### src/rtl/cspi_defines.svh
/*
  Constants of the sync and process image counter slice: image byte
  offsets, bit positions inside the status and command bytes, reset
  values and timing figures.
  Assumes inclusion by bare name from the design files.
*/
`ifndef CSPI_DEFINES_SVH
`define CSPI_DEFINES_SVH

// Image byte offsets
`define CSPI_OFS_COUNT      4'h0
`define CSPI_OFS_FAULT      4'h4
`define CSPI_OFS_DIRGATE    4'h5
`define CSPI_OFS_LIMSYNC    4'h6
`define CSPI_OFS_SPARE      4'h7
`define CSPI_OFS_COUNT_EXT  4'h8

// Feedback byte 4
`define CSPI_FB4_SUPPLY     7
`define CSPI_FB4_PARAM      5
`define CSPI_FB4_CLR_ACK    2
`define CSPI_FB4_LOAD_FLT   1
`define CSPI_FB4_LOAD_ACT   0
// Feedback byte 5
`define CSPI_FB5_DOWN       7
`define CSPI_FB5_UP         6
`define CSPI_FB5_LEVEL      1
`define CSPI_FB5_GATE       0
// Feedback byte 6
`define CSPI_FB6_ZERO       7
`define CSPI_FB6_LOW        6
`define CSPI_FB6_HIGH       5
`define CSPI_FB6_SYNC       0

// Control byte 4
`define CSPI_CB4_FAULT_ACK  7
`define CSPI_CB4_CLR_REQ    2
`define CSPI_CB4_ARM        1
`define CSPI_CB4_GATE       0
// Control byte 5 load and compare commands
`define CSPI_CB5_DIRECT     0
`define CSPI_CB5_PREP       1
`define CSPI_CB5_CMP1       2
`define CSPI_CB5_CMP2       3

// Reset values
`define CSPI_RST_LOAD       32'h0000_0000
`define CSPI_RST_COUNT      32'h0000_0000
`define CSPI_RST_LATCH      32'h0000_0000

// Timing
`define CSPI_CLK_PERIOD_NS  8
`define CSPI_PULSE_UNIT_NS  2000000
`define CSPI_PULSE_UNIT_CYC (`CSPI_PULSE_UNIT_NS / `CSPI_CLK_PERIOD_NS)

`endif

### src/rtl/cspi_pkg.sv
/*
  Types of the sync and process image counter slice: images, modes,
  sync state and the module state record.
  Assumes nothing beyond a SystemVerilog compiler.
*/
package cspi_pkg;

  typedef enum logic [1:0] {
    CSPI_AUX_INPUT  = 2'h0,
    CSPI_AUX_HWGATE = 2'h1,
    CSPI_AUX_LATCH  = 2'h2,
    CSPI_AUX_SYNC   = 2'h3
  } cspi_auxfn_t;

  typedef enum logic [1:0] {
    CSPI_SY_IDLE  = 2'h0,
    CSPI_SY_ARMED = 2'h1,
    CSPI_SY_DONE  = 2'h3
  } cspi_sync_t;

  typedef struct packed {
    logic [31:0] value;
    logic [7:0]  cmd;
    logic [7:0]  load;
  } cspi_ctrl_img_t;

  typedef struct packed {
    logic [31:0] count;
    logic [7:0]  fault;
    logic [7:0]  dirgate;
    logic [7:0]  limsync;
    logic [7:0]  spare;
    logic [31:0] count_ext;
  } cspi_fb_img_t;

  typedef struct packed {
    cspi_ctrl_img_t     ctrl;
    cspi_sync_t         sync;
    logic               aux_s1;
    logic               aux_s2;
    logic               aux_s3;
    logic               gate_open;
    logic signed [31:0] count;
    logic [31:0]        load_val;
    logic [31:0]        latch_val;
    logic [31:0]        cmp1;
    logic [31:0]        cmp2;
    logic               sync_seen_flag;
    logic               zero_cross_flag;
    logic               low_limit_flag;
    logic               high_limit_flag;
    logic               dir_up_flag;
    logic               dir_down_flag;
    logic               encoder_supply_fault;
    logic               param_fault;
    logic               load_fault;
    logic               load_active;
    logic               status_clear_ack;
    logic [27:0]        tick_cnt;
    logic [7:0]         ptmr1;
    logic [7:0]         ptmr2;
    logic               out1;
    logic               out2;
    cspi_fb_img_t       fb;
  } cspi_state_t;

endpackage : cspi_pkg

### src/rtl/cspi_top.sv
/*
  Counter slice with reference-edge synchronization and the cyclic
  control and feedback images exchanged with the fieldbus interface.
  Assumes the interface module presents a whole control image with a
  one-cycle valid strobe, and gives a sample strobe per bus cycle in
  isochronous mode; all inputs are synchronous to clk_in except the
  reset and the auxiliary input, which are synchronized here.
*/
`include "cspi_defines.svh"

module cspi_top
  import cspi_pkg::*;
#(
  parameter int PULSE_UNIT_CYC = `CSPI_PULSE_UNIT_CYC
) (
  input  wire logic           clk_in,
  input  wire logic           rstn_in,
  input  wire logic           ce_in,
  input  wire cspi_auxfn_t    aux_func_in,
  input  wire logic           sync_periodic_in,
  input  wire logic           iso_mode_in,
  input  wire logic           sample_in,
  input  wire cspi_ctrl_img_t ctrl_img_in,
  input  wire logic           ctrl_valid_in,
  input  wire logic           aux_input_in,
  input  wire logic           count_pulse_in,
  input  wire logic           count_up_in,
  input  wire logic           supply_short_in,
  output cspi_fb_img_t        fb_img_out,
  output logic                output_one_out,
  output logic                output_two_out
);

  logic [1:0]  rsync_q;
  logic        rst_n;
  cspi_state_t state_q;
  cspi_state_t state_d;

  // Level compare with hysteresis, shared by both outputs
  function automatic logic cspi_level(
    input logic [1:0]         mode,
    input logic signed [31:0] cnt,
    input logic signed [31:0] cmp,
    input logic [7:0]         hy,
    input logic               cur
  );
    logic signed [32:0] c;
    logic signed [32:0] m;
    logic signed [32:0] lo;
    logic signed [32:0] hi;
    c  = {cnt[31], cnt};
    m  = {cmp[31], cmp};
    lo = m - $signed({25'h0, hy});
    hi = m + $signed({25'h0, hy});
    case (mode)
      2'h1:    cspi_level = cur ? (c >= lo) : (c >= m);
      2'h2:    cspi_level = cur ? (c <= hi) : (c <= m);
      default: cspi_level = 1'b0;
    endcase
  endfunction : cspi_level

  // More than one bit set
  function automatic logic cspi_multi(input logic [3:0] c);
    cspi_multi = (c & (c - 4'h1)) != 4'h0;
  endfunction : cspi_multi

  always_ff @(posedge clk_in or negedge rstn_in) begin
    if (!rstn_in) begin
      rsync_q <= 2'h0;
    end else begin
      rsync_q <= {rsync_q[0], 1'b1};
    end
  end
  assign rst_n = rsync_q[1];

  always_comb begin
    cspi_ctrl_img_t     nc;
    logic [3:0]         cmds;
    logic               gate_rise;
    logic               clr_rise;
    logic               gate_int;
    logic               aux_edge;
    logic               sync_hit;
    logic               ack;
    logic               tick;
    logic signed [31:0] cnt;
    logic [2:0]         do1;
    logic [1:0]         do2;
    logic               reach1;
    logic               reach2;
    logic               load_ok;
    state_d = state_q;
    nc        = state_q.ctrl;
    gate_rise = 1'b0;
    clr_rise  = 1'b0;
    load_ok   = 1'b0;
    sync_hit  = 1'b0;
    // Every local starts defined
    gate_int  = 1'b0;
    aux_edge  = 1'b0;
    ack       = 1'b0;
    tick      = 1'b0;
    cnt       = state_q.count;
    do1       = 3'h0;
    do2       = 2'h0;
    reach1    = 1'b0;
    reach2    = 1'b0;
    cmds = {state_q.ctrl.load[`CSPI_CB5_CMP2],
            state_q.ctrl.load[`CSPI_CB5_CMP1],
            state_q.ctrl.load[`CSPI_CB5_PREP],
            state_q.ctrl.load[`CSPI_CB5_DIRECT]};

    // Whole control image taken in one cycle
    if (ctrl_valid_in) begin
      nc = ctrl_img_in;
      gate_rise = nc.cmd[`CSPI_CB4_GATE] &
                  ~state_q.ctrl.cmd[`CSPI_CB4_GATE];
      clr_rise  = nc.cmd[`CSPI_CB4_CLR_REQ] &
                  ~state_q.ctrl.cmd[`CSPI_CB4_CLR_REQ];
      cmds = {nc.load[`CSPI_CB5_CMP2], nc.load[`CSPI_CB5_CMP1],
              nc.load[`CSPI_CB5_PREP], nc.load[`CSPI_CB5_DIRECT]};
    end
    state_d.ctrl = nc;
    ack = nc.cmd[`CSPI_CB4_FAULT_ACK];

    // Soft gate
    if (gate_rise) begin
      state_d.gate_open = 1'b1;
    end else if (!nc.cmd[`CSPI_CB4_GATE]) begin
      state_d.gate_open = 1'b0;
    end

    // Aux input synchronizer and edge
    state_d.aux_s1 = aux_input_in;
    state_d.aux_s2 = state_q.aux_s1;
    state_d.aux_s3 = state_q.aux_s2;
    aux_edge = state_q.aux_s2 & ~state_q.aux_s3;

    gate_int = state_q.gate_open &
               ((aux_func_in != CSPI_AUX_HWGATE) | state_q.aux_s2);

    // Sync state machine
    case (state_q.sync)
      CSPI_SY_IDLE: begin
        if (nc.cmd[`CSPI_CB4_ARM]) begin
          state_d.sync = CSPI_SY_ARMED;
        end
      end
      CSPI_SY_ARMED: begin
        if (!nc.cmd[`CSPI_CB4_ARM]) begin
          state_d.sync = CSPI_SY_IDLE;
        end else if (aux_edge && state_q.gate_open &&
                     aux_func_in == CSPI_AUX_SYNC) begin
          sync_hit = 1'b1;
          if (!sync_periodic_in) begin
            state_d.sync = CSPI_SY_DONE;
          end // else stays armed
        end
      end
      CSPI_SY_DONE: begin
        if (!nc.cmd[`CSPI_CB4_ARM]) begin
          state_d.sync = CSPI_SY_IDLE;
        end
      end
      default: state_d.sync = CSPI_SY_IDLE;
    endcase

    // Load and compare commands, one per transfer
    if (ctrl_valid_in && cmds != 4'h0) begin
      if (cspi_multi(cmds)) begin
        state_d.load_fault = 1'b1;
      end else begin
        load_ok = 1'b1;
        if (cmds[1]) begin
          state_d.load_val = nc.value;
        end
        if (cmds[2]) begin
          state_d.cmp1 = nc.value;
        end
        if (cmds[3]) begin
          state_d.cmp2 = nc.value;
        end
      end
    end else if (ack && !(ctrl_valid_in && cspi_multi(cmds))) begin
      state_d.load_fault = 1'b0;
    end
    state_d.load_active = load_ok | (state_q.load_active &&
                                     cmds != 4'h0);

    // Counter
    cnt = state_q.count;
    if (sync_hit) begin
      cnt = $signed(state_q.load_val);
    end else if (load_ok && cmds[0]) begin
      cnt = $signed(nc.value);
    end else if (gate_int && count_pulse_in) begin
      state_d.dir_up_flag   = count_up_in;
      state_d.dir_down_flag = ~count_up_in;
      cnt = count_up_in ? (state_q.count + 32'sd1) :
                          (state_q.count - 32'sd1);
      if (count_up_in && state_q.count == 32'sh7fff_ffff) begin
        state_d.high_limit_flag = 1'b1;
      end
      if (!count_up_in && state_q.count == 32'sh8000_0000) begin
        state_d.low_limit_flag = 1'b1;
      end
      if ((count_up_in && state_q.count == -32'sd1) ||
          (!count_up_in && state_q.count == 32'sd0)) begin
        state_d.zero_cross_flag = 1'b1;
      end
    end
    state_d.count = cnt;

    if (aux_func_in == CSPI_AUX_LATCH && aux_edge) begin
      state_d.latch_val = state_q.count;
    end

    // Sticky status: clear on request edge, new events win
    if (clr_rise) begin
      state_d.sync_seen_flag  = 1'b0;
      state_d.zero_cross_flag = 1'b0;
      state_d.low_limit_flag  = 1'b0;
      state_d.high_limit_flag = 1'b0;
      if (gate_int && count_pulse_in && !sync_hit &&
          !(load_ok && cmds[0])) begin
        state_d.zero_cross_flag = (count_up_in &&
          state_q.count == -32'sd1) || (!count_up_in &&
          state_q.count == 32'sd0);
        state_d.low_limit_flag = !count_up_in &&
          state_q.count == 32'sh8000_0000;
        state_d.high_limit_flag = count_up_in &&
          state_q.count == 32'sh7fff_ffff;
      end
    end
    if (sync_hit) begin
      state_d.sync_seen_flag = 1'b1;
    end
    state_d.status_clear_ack = nc.cmd[`CSPI_CB4_CLR_REQ];

    // Faults held until acknowledged with cause gone
    if (supply_short_in) begin
      state_d.encoder_supply_fault = 1'b1;
    end else if (ack) begin
      state_d.encoder_supply_fault = 1'b0;
    end
    do1 = nc.value[2:0];
    do2 = nc.value[5:4];
    if (do1 > 3'h4) begin
      state_d.param_fault = 1'b1;
    end else if (ack) begin
      state_d.param_fault = 1'b0;
    end

    // Pulse time base, 2 ms units
    tick = state_q.tick_cnt == 28'(PULSE_UNIT_CYC - 1);
    state_d.tick_cnt = tick ? 28'h0 : state_q.tick_cnt + 28'h1;

    reach1 = cnt == $signed(state_q.cmp1) && cnt != state_q.count;
    reach2 = cnt == $signed(state_q.cmp2) && cnt != state_q.count;
    if (do1 == 3'h3 && reach1) begin
      state_d.ptmr1 = nc.value[23:16];
    end else if (tick && state_q.ptmr1 != 8'h0) begin
      state_d.ptmr1 = state_q.ptmr1 - 8'h1;
    end
    if (do2 == 2'h3 && reach2) begin
      state_d.ptmr2 = nc.value[23:16];
    end else if (tick && state_q.ptmr2 != 8'h0) begin
      state_d.ptmr2 = state_q.ptmr2 - 8'h1;
    end

    case (do1)
      3'h1, 3'h2: state_d.out1 = cspi_level(do1[1:0], cnt,
        $signed(state_q.cmp1), nc.value[15:8], state_q.out1);
      3'h3: state_d.out1 = state_d.ptmr1 != 8'h0;
      3'h4: state_d.out1 = cnt >= $signed(state_q.cmp1) &&
                           cnt <= $signed(state_q.cmp2);
      default: state_d.out1 = 1'b0;
    endcase
    case (do2)
      2'h1, 2'h2: state_d.out2 = cspi_level(do2, cnt,
        $signed(state_q.cmp2), nc.value[15:8], state_q.out2);
      2'h3: state_d.out2 = state_d.ptmr2 != 8'h0;
      default: state_d.out2 = 1'b0;
    endcase

    // Feedback image, whole snapshot at the sample instant
    if (!iso_mode_in || sample_in) begin
      state_d.fb = '0;
      state_d.fb.count = (aux_func_in == CSPI_AUX_LATCH) ?
        state_q.latch_val : state_q.count;
      state_d.fb.count_ext = state_q.count;
      state_d.fb.fault[`CSPI_FB4_SUPPLY] =
        state_q.encoder_supply_fault;
      state_d.fb.fault[`CSPI_FB4_PARAM]    = state_q.param_fault;
      state_d.fb.fault[`CSPI_FB4_CLR_ACK]  = state_q.status_clear_ack;
      state_d.fb.fault[`CSPI_FB4_LOAD_FLT] = state_q.load_fault;
      state_d.fb.fault[`CSPI_FB4_LOAD_ACT] = state_q.load_active;
      state_d.fb.dirgate[`CSPI_FB5_DOWN]  = state_q.dir_down_flag;
      state_d.fb.dirgate[`CSPI_FB5_UP]    = state_q.dir_up_flag;
      state_d.fb.dirgate[`CSPI_FB5_LEVEL] = state_q.aux_s2;
      state_d.fb.dirgate[`CSPI_FB5_GATE]  = gate_int;
      state_d.fb.limsync[`CSPI_FB6_ZERO] = state_q.zero_cross_flag;
      state_d.fb.limsync[`CSPI_FB6_LOW]  = state_q.low_limit_flag;
      state_d.fb.limsync[`CSPI_FB6_HIGH] = state_q.high_limit_flag;
      state_d.fb.limsync[`CSPI_FB6_SYNC] =
        state_q.sync_seen_flag;
    end
  end

  always_ff @(posedge clk_in or negedge rst_n) begin
    if (!rst_n) begin
      state_q <= '0;
    end else if (ce_in) begin
      state_q <= state_d;
    end
  end

  assign fb_img_out     = state_q.fb;
  assign output_one_out = state_q.out1;
  assign output_two_out = state_q.out2;

endmodule : cspi_top

### config.mk
export PLATFORM = sky130hd
export DESIGN_NAME = cspi_top
export DESIGN_NICKNAME = d
export VERILOG_FILES = /design/src/rtl/cspi_pkg.sv /design/src/rtl/cspi_top.sv
export VERILOG_INCLUDE_DIRS = /design/src /design/src/rtl
export SDC_FILE = /design/constraint.sdc
export NUM_CORES = 1
export LEC_CHECK = 0
export BUFFER_PORTS_ARGS = -buffer_cell sky130_fd_sc_hd__buf_2
export CORE_MARGIN = 3
export CORE_UTILIZATION = 63
export DETAILED_ROUTE_END_ITERATION = 10
export PLACE_DENSITY = 0.82
export REMOVE_ABC_BUFFERS = 1
export SKIP_LAST_GASP = 1
export SLEW_MARGIN = 15
export SYNTH_ARGS = -nofsm -noshare
export SYNTH_HDL_FRONTEND = slang
export SYNTH_SLANG_ARGS = --single-unit
export TNS_END_PERCENT = 10
### constraint.sdc
create_clock -name clk_in -period 13.16 [get_ports clk_in]
set_input_delay 0 -clock clk_in [delete_from_list [all_inputs] [get_ports clk_in]]
set_output_delay 0 -clock clk_in [all_outputs]
set_load 0.05 [all_outputs]
==> metrics.md <==
| Metric | Value |
|---|---|
| Max-capacitance violation count | `0` |
| Worst hold path type | `in2reg` |
| Worst Hold Endpoint | `state_q[313]$_DFFE_PN0P_` |
| Setup Total Neg Slack | `0 ns` |
| CTS root buf | `clkbuf_16` |
| R2r worst-path depth | `23` |
| Critical path required time | `13.60 ns` |
| Die Y | `around 210 um` |
| Crit. End Element | `register` |
| GPL Wtd Cong | `1.005` |
| Crit path cell chain | `ha_1 > a211oi_1 > o211ai_1 > a211oi_1 > o21bai_1 > a21oi_1 > o21ai_0 > xnor2_1 > nor2_1 > xnor2_1 > o211ai_1 > nand2_1 > ha_1 > nand4_1 > nor4_1 > nand3_1 > a21oi_1 > nor4_1 > mux2i_1 > mux2_2 > o31ai_1 > a31oi_1 > or4_1` |
| Yosys top cell area share | `slightly above 30%` |
| CP Launch Type | `register` |
| Slew @ Worst Pin | `1.169 ns` |
| P per Cell Area | `231.3 nW/um2` |
| Initial core utilization | `64.62%` |
| RR Startpoint | `state_q[282]$_DFFE_PN0P_` |
| RSZ-0062 raised after global routing | `no` |
| DIE WIDTH | `214.6 um` |
| DP Wirelength | `68.21 mm` |
| Pre-CTS WS | `5.529 ns` |
| Core area | `between 40,000 and 50,000 um2` |
| First-pass GRT wire length | `143.7 mm` |
| Mean Syn Cell Area | `8.638 um2` |
| Net switching fraction of the power | `48.97%` |
| Multi-input logic area | `17,020 um2` |
| #FFs+latches synth | `341` |
| Share of cells above drive strength 1 | `13.63%` |
| Routed Antenna Nets | `0` |
| CP peak stage delay | `0.80 ns` |
| Synth top cells by count | `dfrtp_1, nand2_1, ha_1` |
| Final net count | `3,508` |
| Largest net degree at the start of global routing | `121` |
| R2R Path End | `output_one_out$_DFFE_PN0P_` |
| Run status | `finished, final reports clean` |
| Final hold slack | `about 0.10 ns` |
| Routed len/inst | `roughly 24 um` |
| # clock sinks | `~340` |
| Register area | `around 8500 um2` |
| # H-tree levels | `2` |
| CP bufs+invs | `0` |
| Final worst slack | `5.025 ns` |
| Synth top area cells | `dfrtp_1, ha_1, mux2_2` |
| Yosys warnings | `0` |
| Critical Path Fanout Max | `13` |
| Yosys cell types | `112` |
| Final design utilization | `between 70 and 80%` |
| FILL cells | `roughly 3,300` |
| Sequential share of the synthesized area | `31.13%` |
| Leakage power | `13.27 nW` |
| # DRC | `0` |
| Row cnt | `75` |
| F_max | `0.1229 GHz` |
| Comb pwr share | `56.5%` |
| Via count | `25,430` |
| Iteration-0 DRC Markers | `between 2,000 and 3,000` |
| Min Tclk post-route | `8.135 ns` |
| Vias in the first global route | `approximately 25,000` |
| Kind of critical path | `reg2reg` |
| Asr flop ratio synth | `100.0%` |
| Most used DFF post-synth | `dfrtp_1` |
| Slowest cell on crit path | `dfrtp_1` |
| Area of the mapped netlist | `27,410 um2` |
| Clock power share | `17.0%` |
| Port Buffer Count | `131` |
| Num ports | `159` |
| Initial antenna violation count | `2` |
| Post-CTS setup buffers | `0` |
| Final Skew | `0.02525 ns` |
| Gr ovfl total | `0` |
| Gate count of the mapped netlist | `around 3,200` |
| First-pass detailed-route iteration total | `7` |
| Post-synth EDFFs | `0` |
| Largest area contributor in the netlist | `dfrtp_1` |
| TritonCTS Buffers | `40` |
| CP delay by family, top | `compound AO/OA/AOI/OAI gates` |
| Maximum VDD drop | `0.0001436 V` |
| Die area | `46,040 um2` |
| Clock slew at reported path FFs | `roughly 0.06 ns` |
| Flop pwr share | `26.5%` |
| Hold Vio Cnt, Final | `0` |
| Final period utilization | `61.82%` |
| Area grow syn2layout | `8.733%` |
| Hold Crit Start | `ctrl_valid_in` |
| Mean number of vias per cell | `6.669` |
| Worst relative slew slack | `21.86%` |
| Internal Pwr Total | `0.003518 W` |
| WL final | `93.06 mm` |
| Worst Hold Path Cells | `3` |
| CTS resizes | `0` |
| Max Slew Vio Count | `0` |
| Most common cell in the synthesized netlist | `dfrtp_1` |
| NetSw | `0.003375 W` |
| Setup violations, final | `0` |
| CTS tree | `built` |
| Clock buffer depth | `3` |
| Clk_lat worst skew | `0.58 ns` |
| Reg2Reg Setup Slack | `5.02 ns` |
| N_diodes | `0` |
| Crit path depth | `23` |
| WP data arrival | `8.58 ns` |
| Gr usage total | `39.50%` |
==> final cells by class <==
class                   instances  share of cell area [%]
clock buffers                  53                   3.829
flip-flops and latches        341                   28.65
repair buffers                241                   5.403
multi-input cells            2435                   57.10
inverters                     148                   1.864
clock inverters                18                  0.7389
well taps                     577                   2.422
==> power by group through the flow <==
| stage | logic (W) | registers [W] | clock network (W) |
|---|---|---|---|
| 2_1_floorplan | 0.00238 | 0.00199 | 0 |
| 3_3_place_gp | 0.00365 | 0.00178 | 0 |
| 3_5_place_dp | 0.00375 | 0.00181 | 0 |
| 4_1_cts | 0.00380 | 0.00179 | 0.00118 |
| 5_1_grt | 0.00424 | 0.00185 | 0.00122 |
| 6_report | 0.00390 | 0.00183 | 0.00117 |
==> kinds of logic (layout without fill, tap and decap cells) <==
group / after synthesis / after routing / synth area share (%)
AND/OR/NAND/NOR: 1007 / 1007 / 18.01
AO/OA/AOI/OAI: 737 / 737 / 17.05
buffers and inverters: 415 / 460 / 7.226
flip-flops: 341 / 341 / 31.13
adder cells (fa/ha/maj): 254 / 254 / 11.61
multiplexers: 212 / 212 / 8.395
XOR/XNOR: 205 / 205 / 6.551
other: 2 / 20 / 0.02740
==> worst reg2reg max path, stage by stage (launching register included) <==
cell      delay [ns]
dfrtp_1         0.80
ha_1            0.37
a211oi_1        0.36
o211ai_1        0.20
a211oi_1        0.58
o21bai_1        0.21
a21oi_1         0.32
o21ai_0         0.21
xnor2_1         0.19
nor2_1          0.07
xnor2_1         0.14
o211ai_1        0.17
nand2_1         0.38
ha_1            0.50
nand4_1         0.17
nor4_1          0.56
nand3_1         0.31
a21oi_1         0.45
nor4_1          0.15
mux2i_1         0.52
mux2_2          0.40
o31ai_1         0.31
a31oi_1         0.10
or4_1           0.54
==> layout by cell type (no fill, tap or decap), drive strengths merged, types with 29 or more instances in the layout <==
cell type and count:
xnor2 164, nor4 45, a21oi 204, nand3 81
mux2i 82, buf 193, nand2 323, inv 149
clkbuf 53, nor2b 29, a21o 40, mux2 130
o21ai 229, nor2 228, dlygate4sd3 48, dfrtp 341
ha 235, xor2 41, nor3 71, nand4 79
==> worst max path at each step <==
stage,from,endpoint,slack [ns]
6_report,state_q[282]$_DFFE_PN0P_,output_one_out$_DFFE_PN0P_,5.02
5_1_grt,state_q[282]$_DFFE_PN0P_,output_one_out$_DFFE_PN0P_,4.91
4_1_cts,state_q[282]$_DFFE_PN0P_,output_one_out$_DFFE_PN0P_,5.49
3_5_place_dp,state_q[282]$_DFFE_PN0P_,output_one_out$_DFFE_PN0P_,5.53
3_3_place_gp,count_up_in,output_one_out$_DFFE_PN0P_,5.61
2_1_floorplan,rsync_q[1]$_DFF_PN0_,fb_img_out[0]$_DFFE_PN0P_,2.95
==> per-layer routing <==
layer	global-route usage, %	part of all wire (%)	vias up
met2	61.20	44	1496
met3	9.409	11	345
met1	52.70	40	12237
li1	-	-	11350
met5	0	0.012	-
met4	18.01	5.1	2
==> what timing repair did <==
item	4_1_cts	5_1_grt
hold buffers	48	0
setup endpoints to repair	0	0
hold endpoints to repair	106	0
==> metrics by stage <==
stage               instance area (um2)  total power, W  std cells
global route                      29800        0.007313       3813
detailed placement                27940        0.005561       3694
CTS                               29780        0.006773       3813
finish                            29800        0.006893       3813
global placement                  27940        0.005431       3694
floorplan                         26050        0.004371       2924
==> sequential cells by signal, summed over array words and instances (netlist names) <==
name	count
output_one_out	1
state_d	2
fb_img_out	77
output_two_out	1
rsync_q	2
state_q	258
No activity file was read; power rests on OpenSTA's default activity.
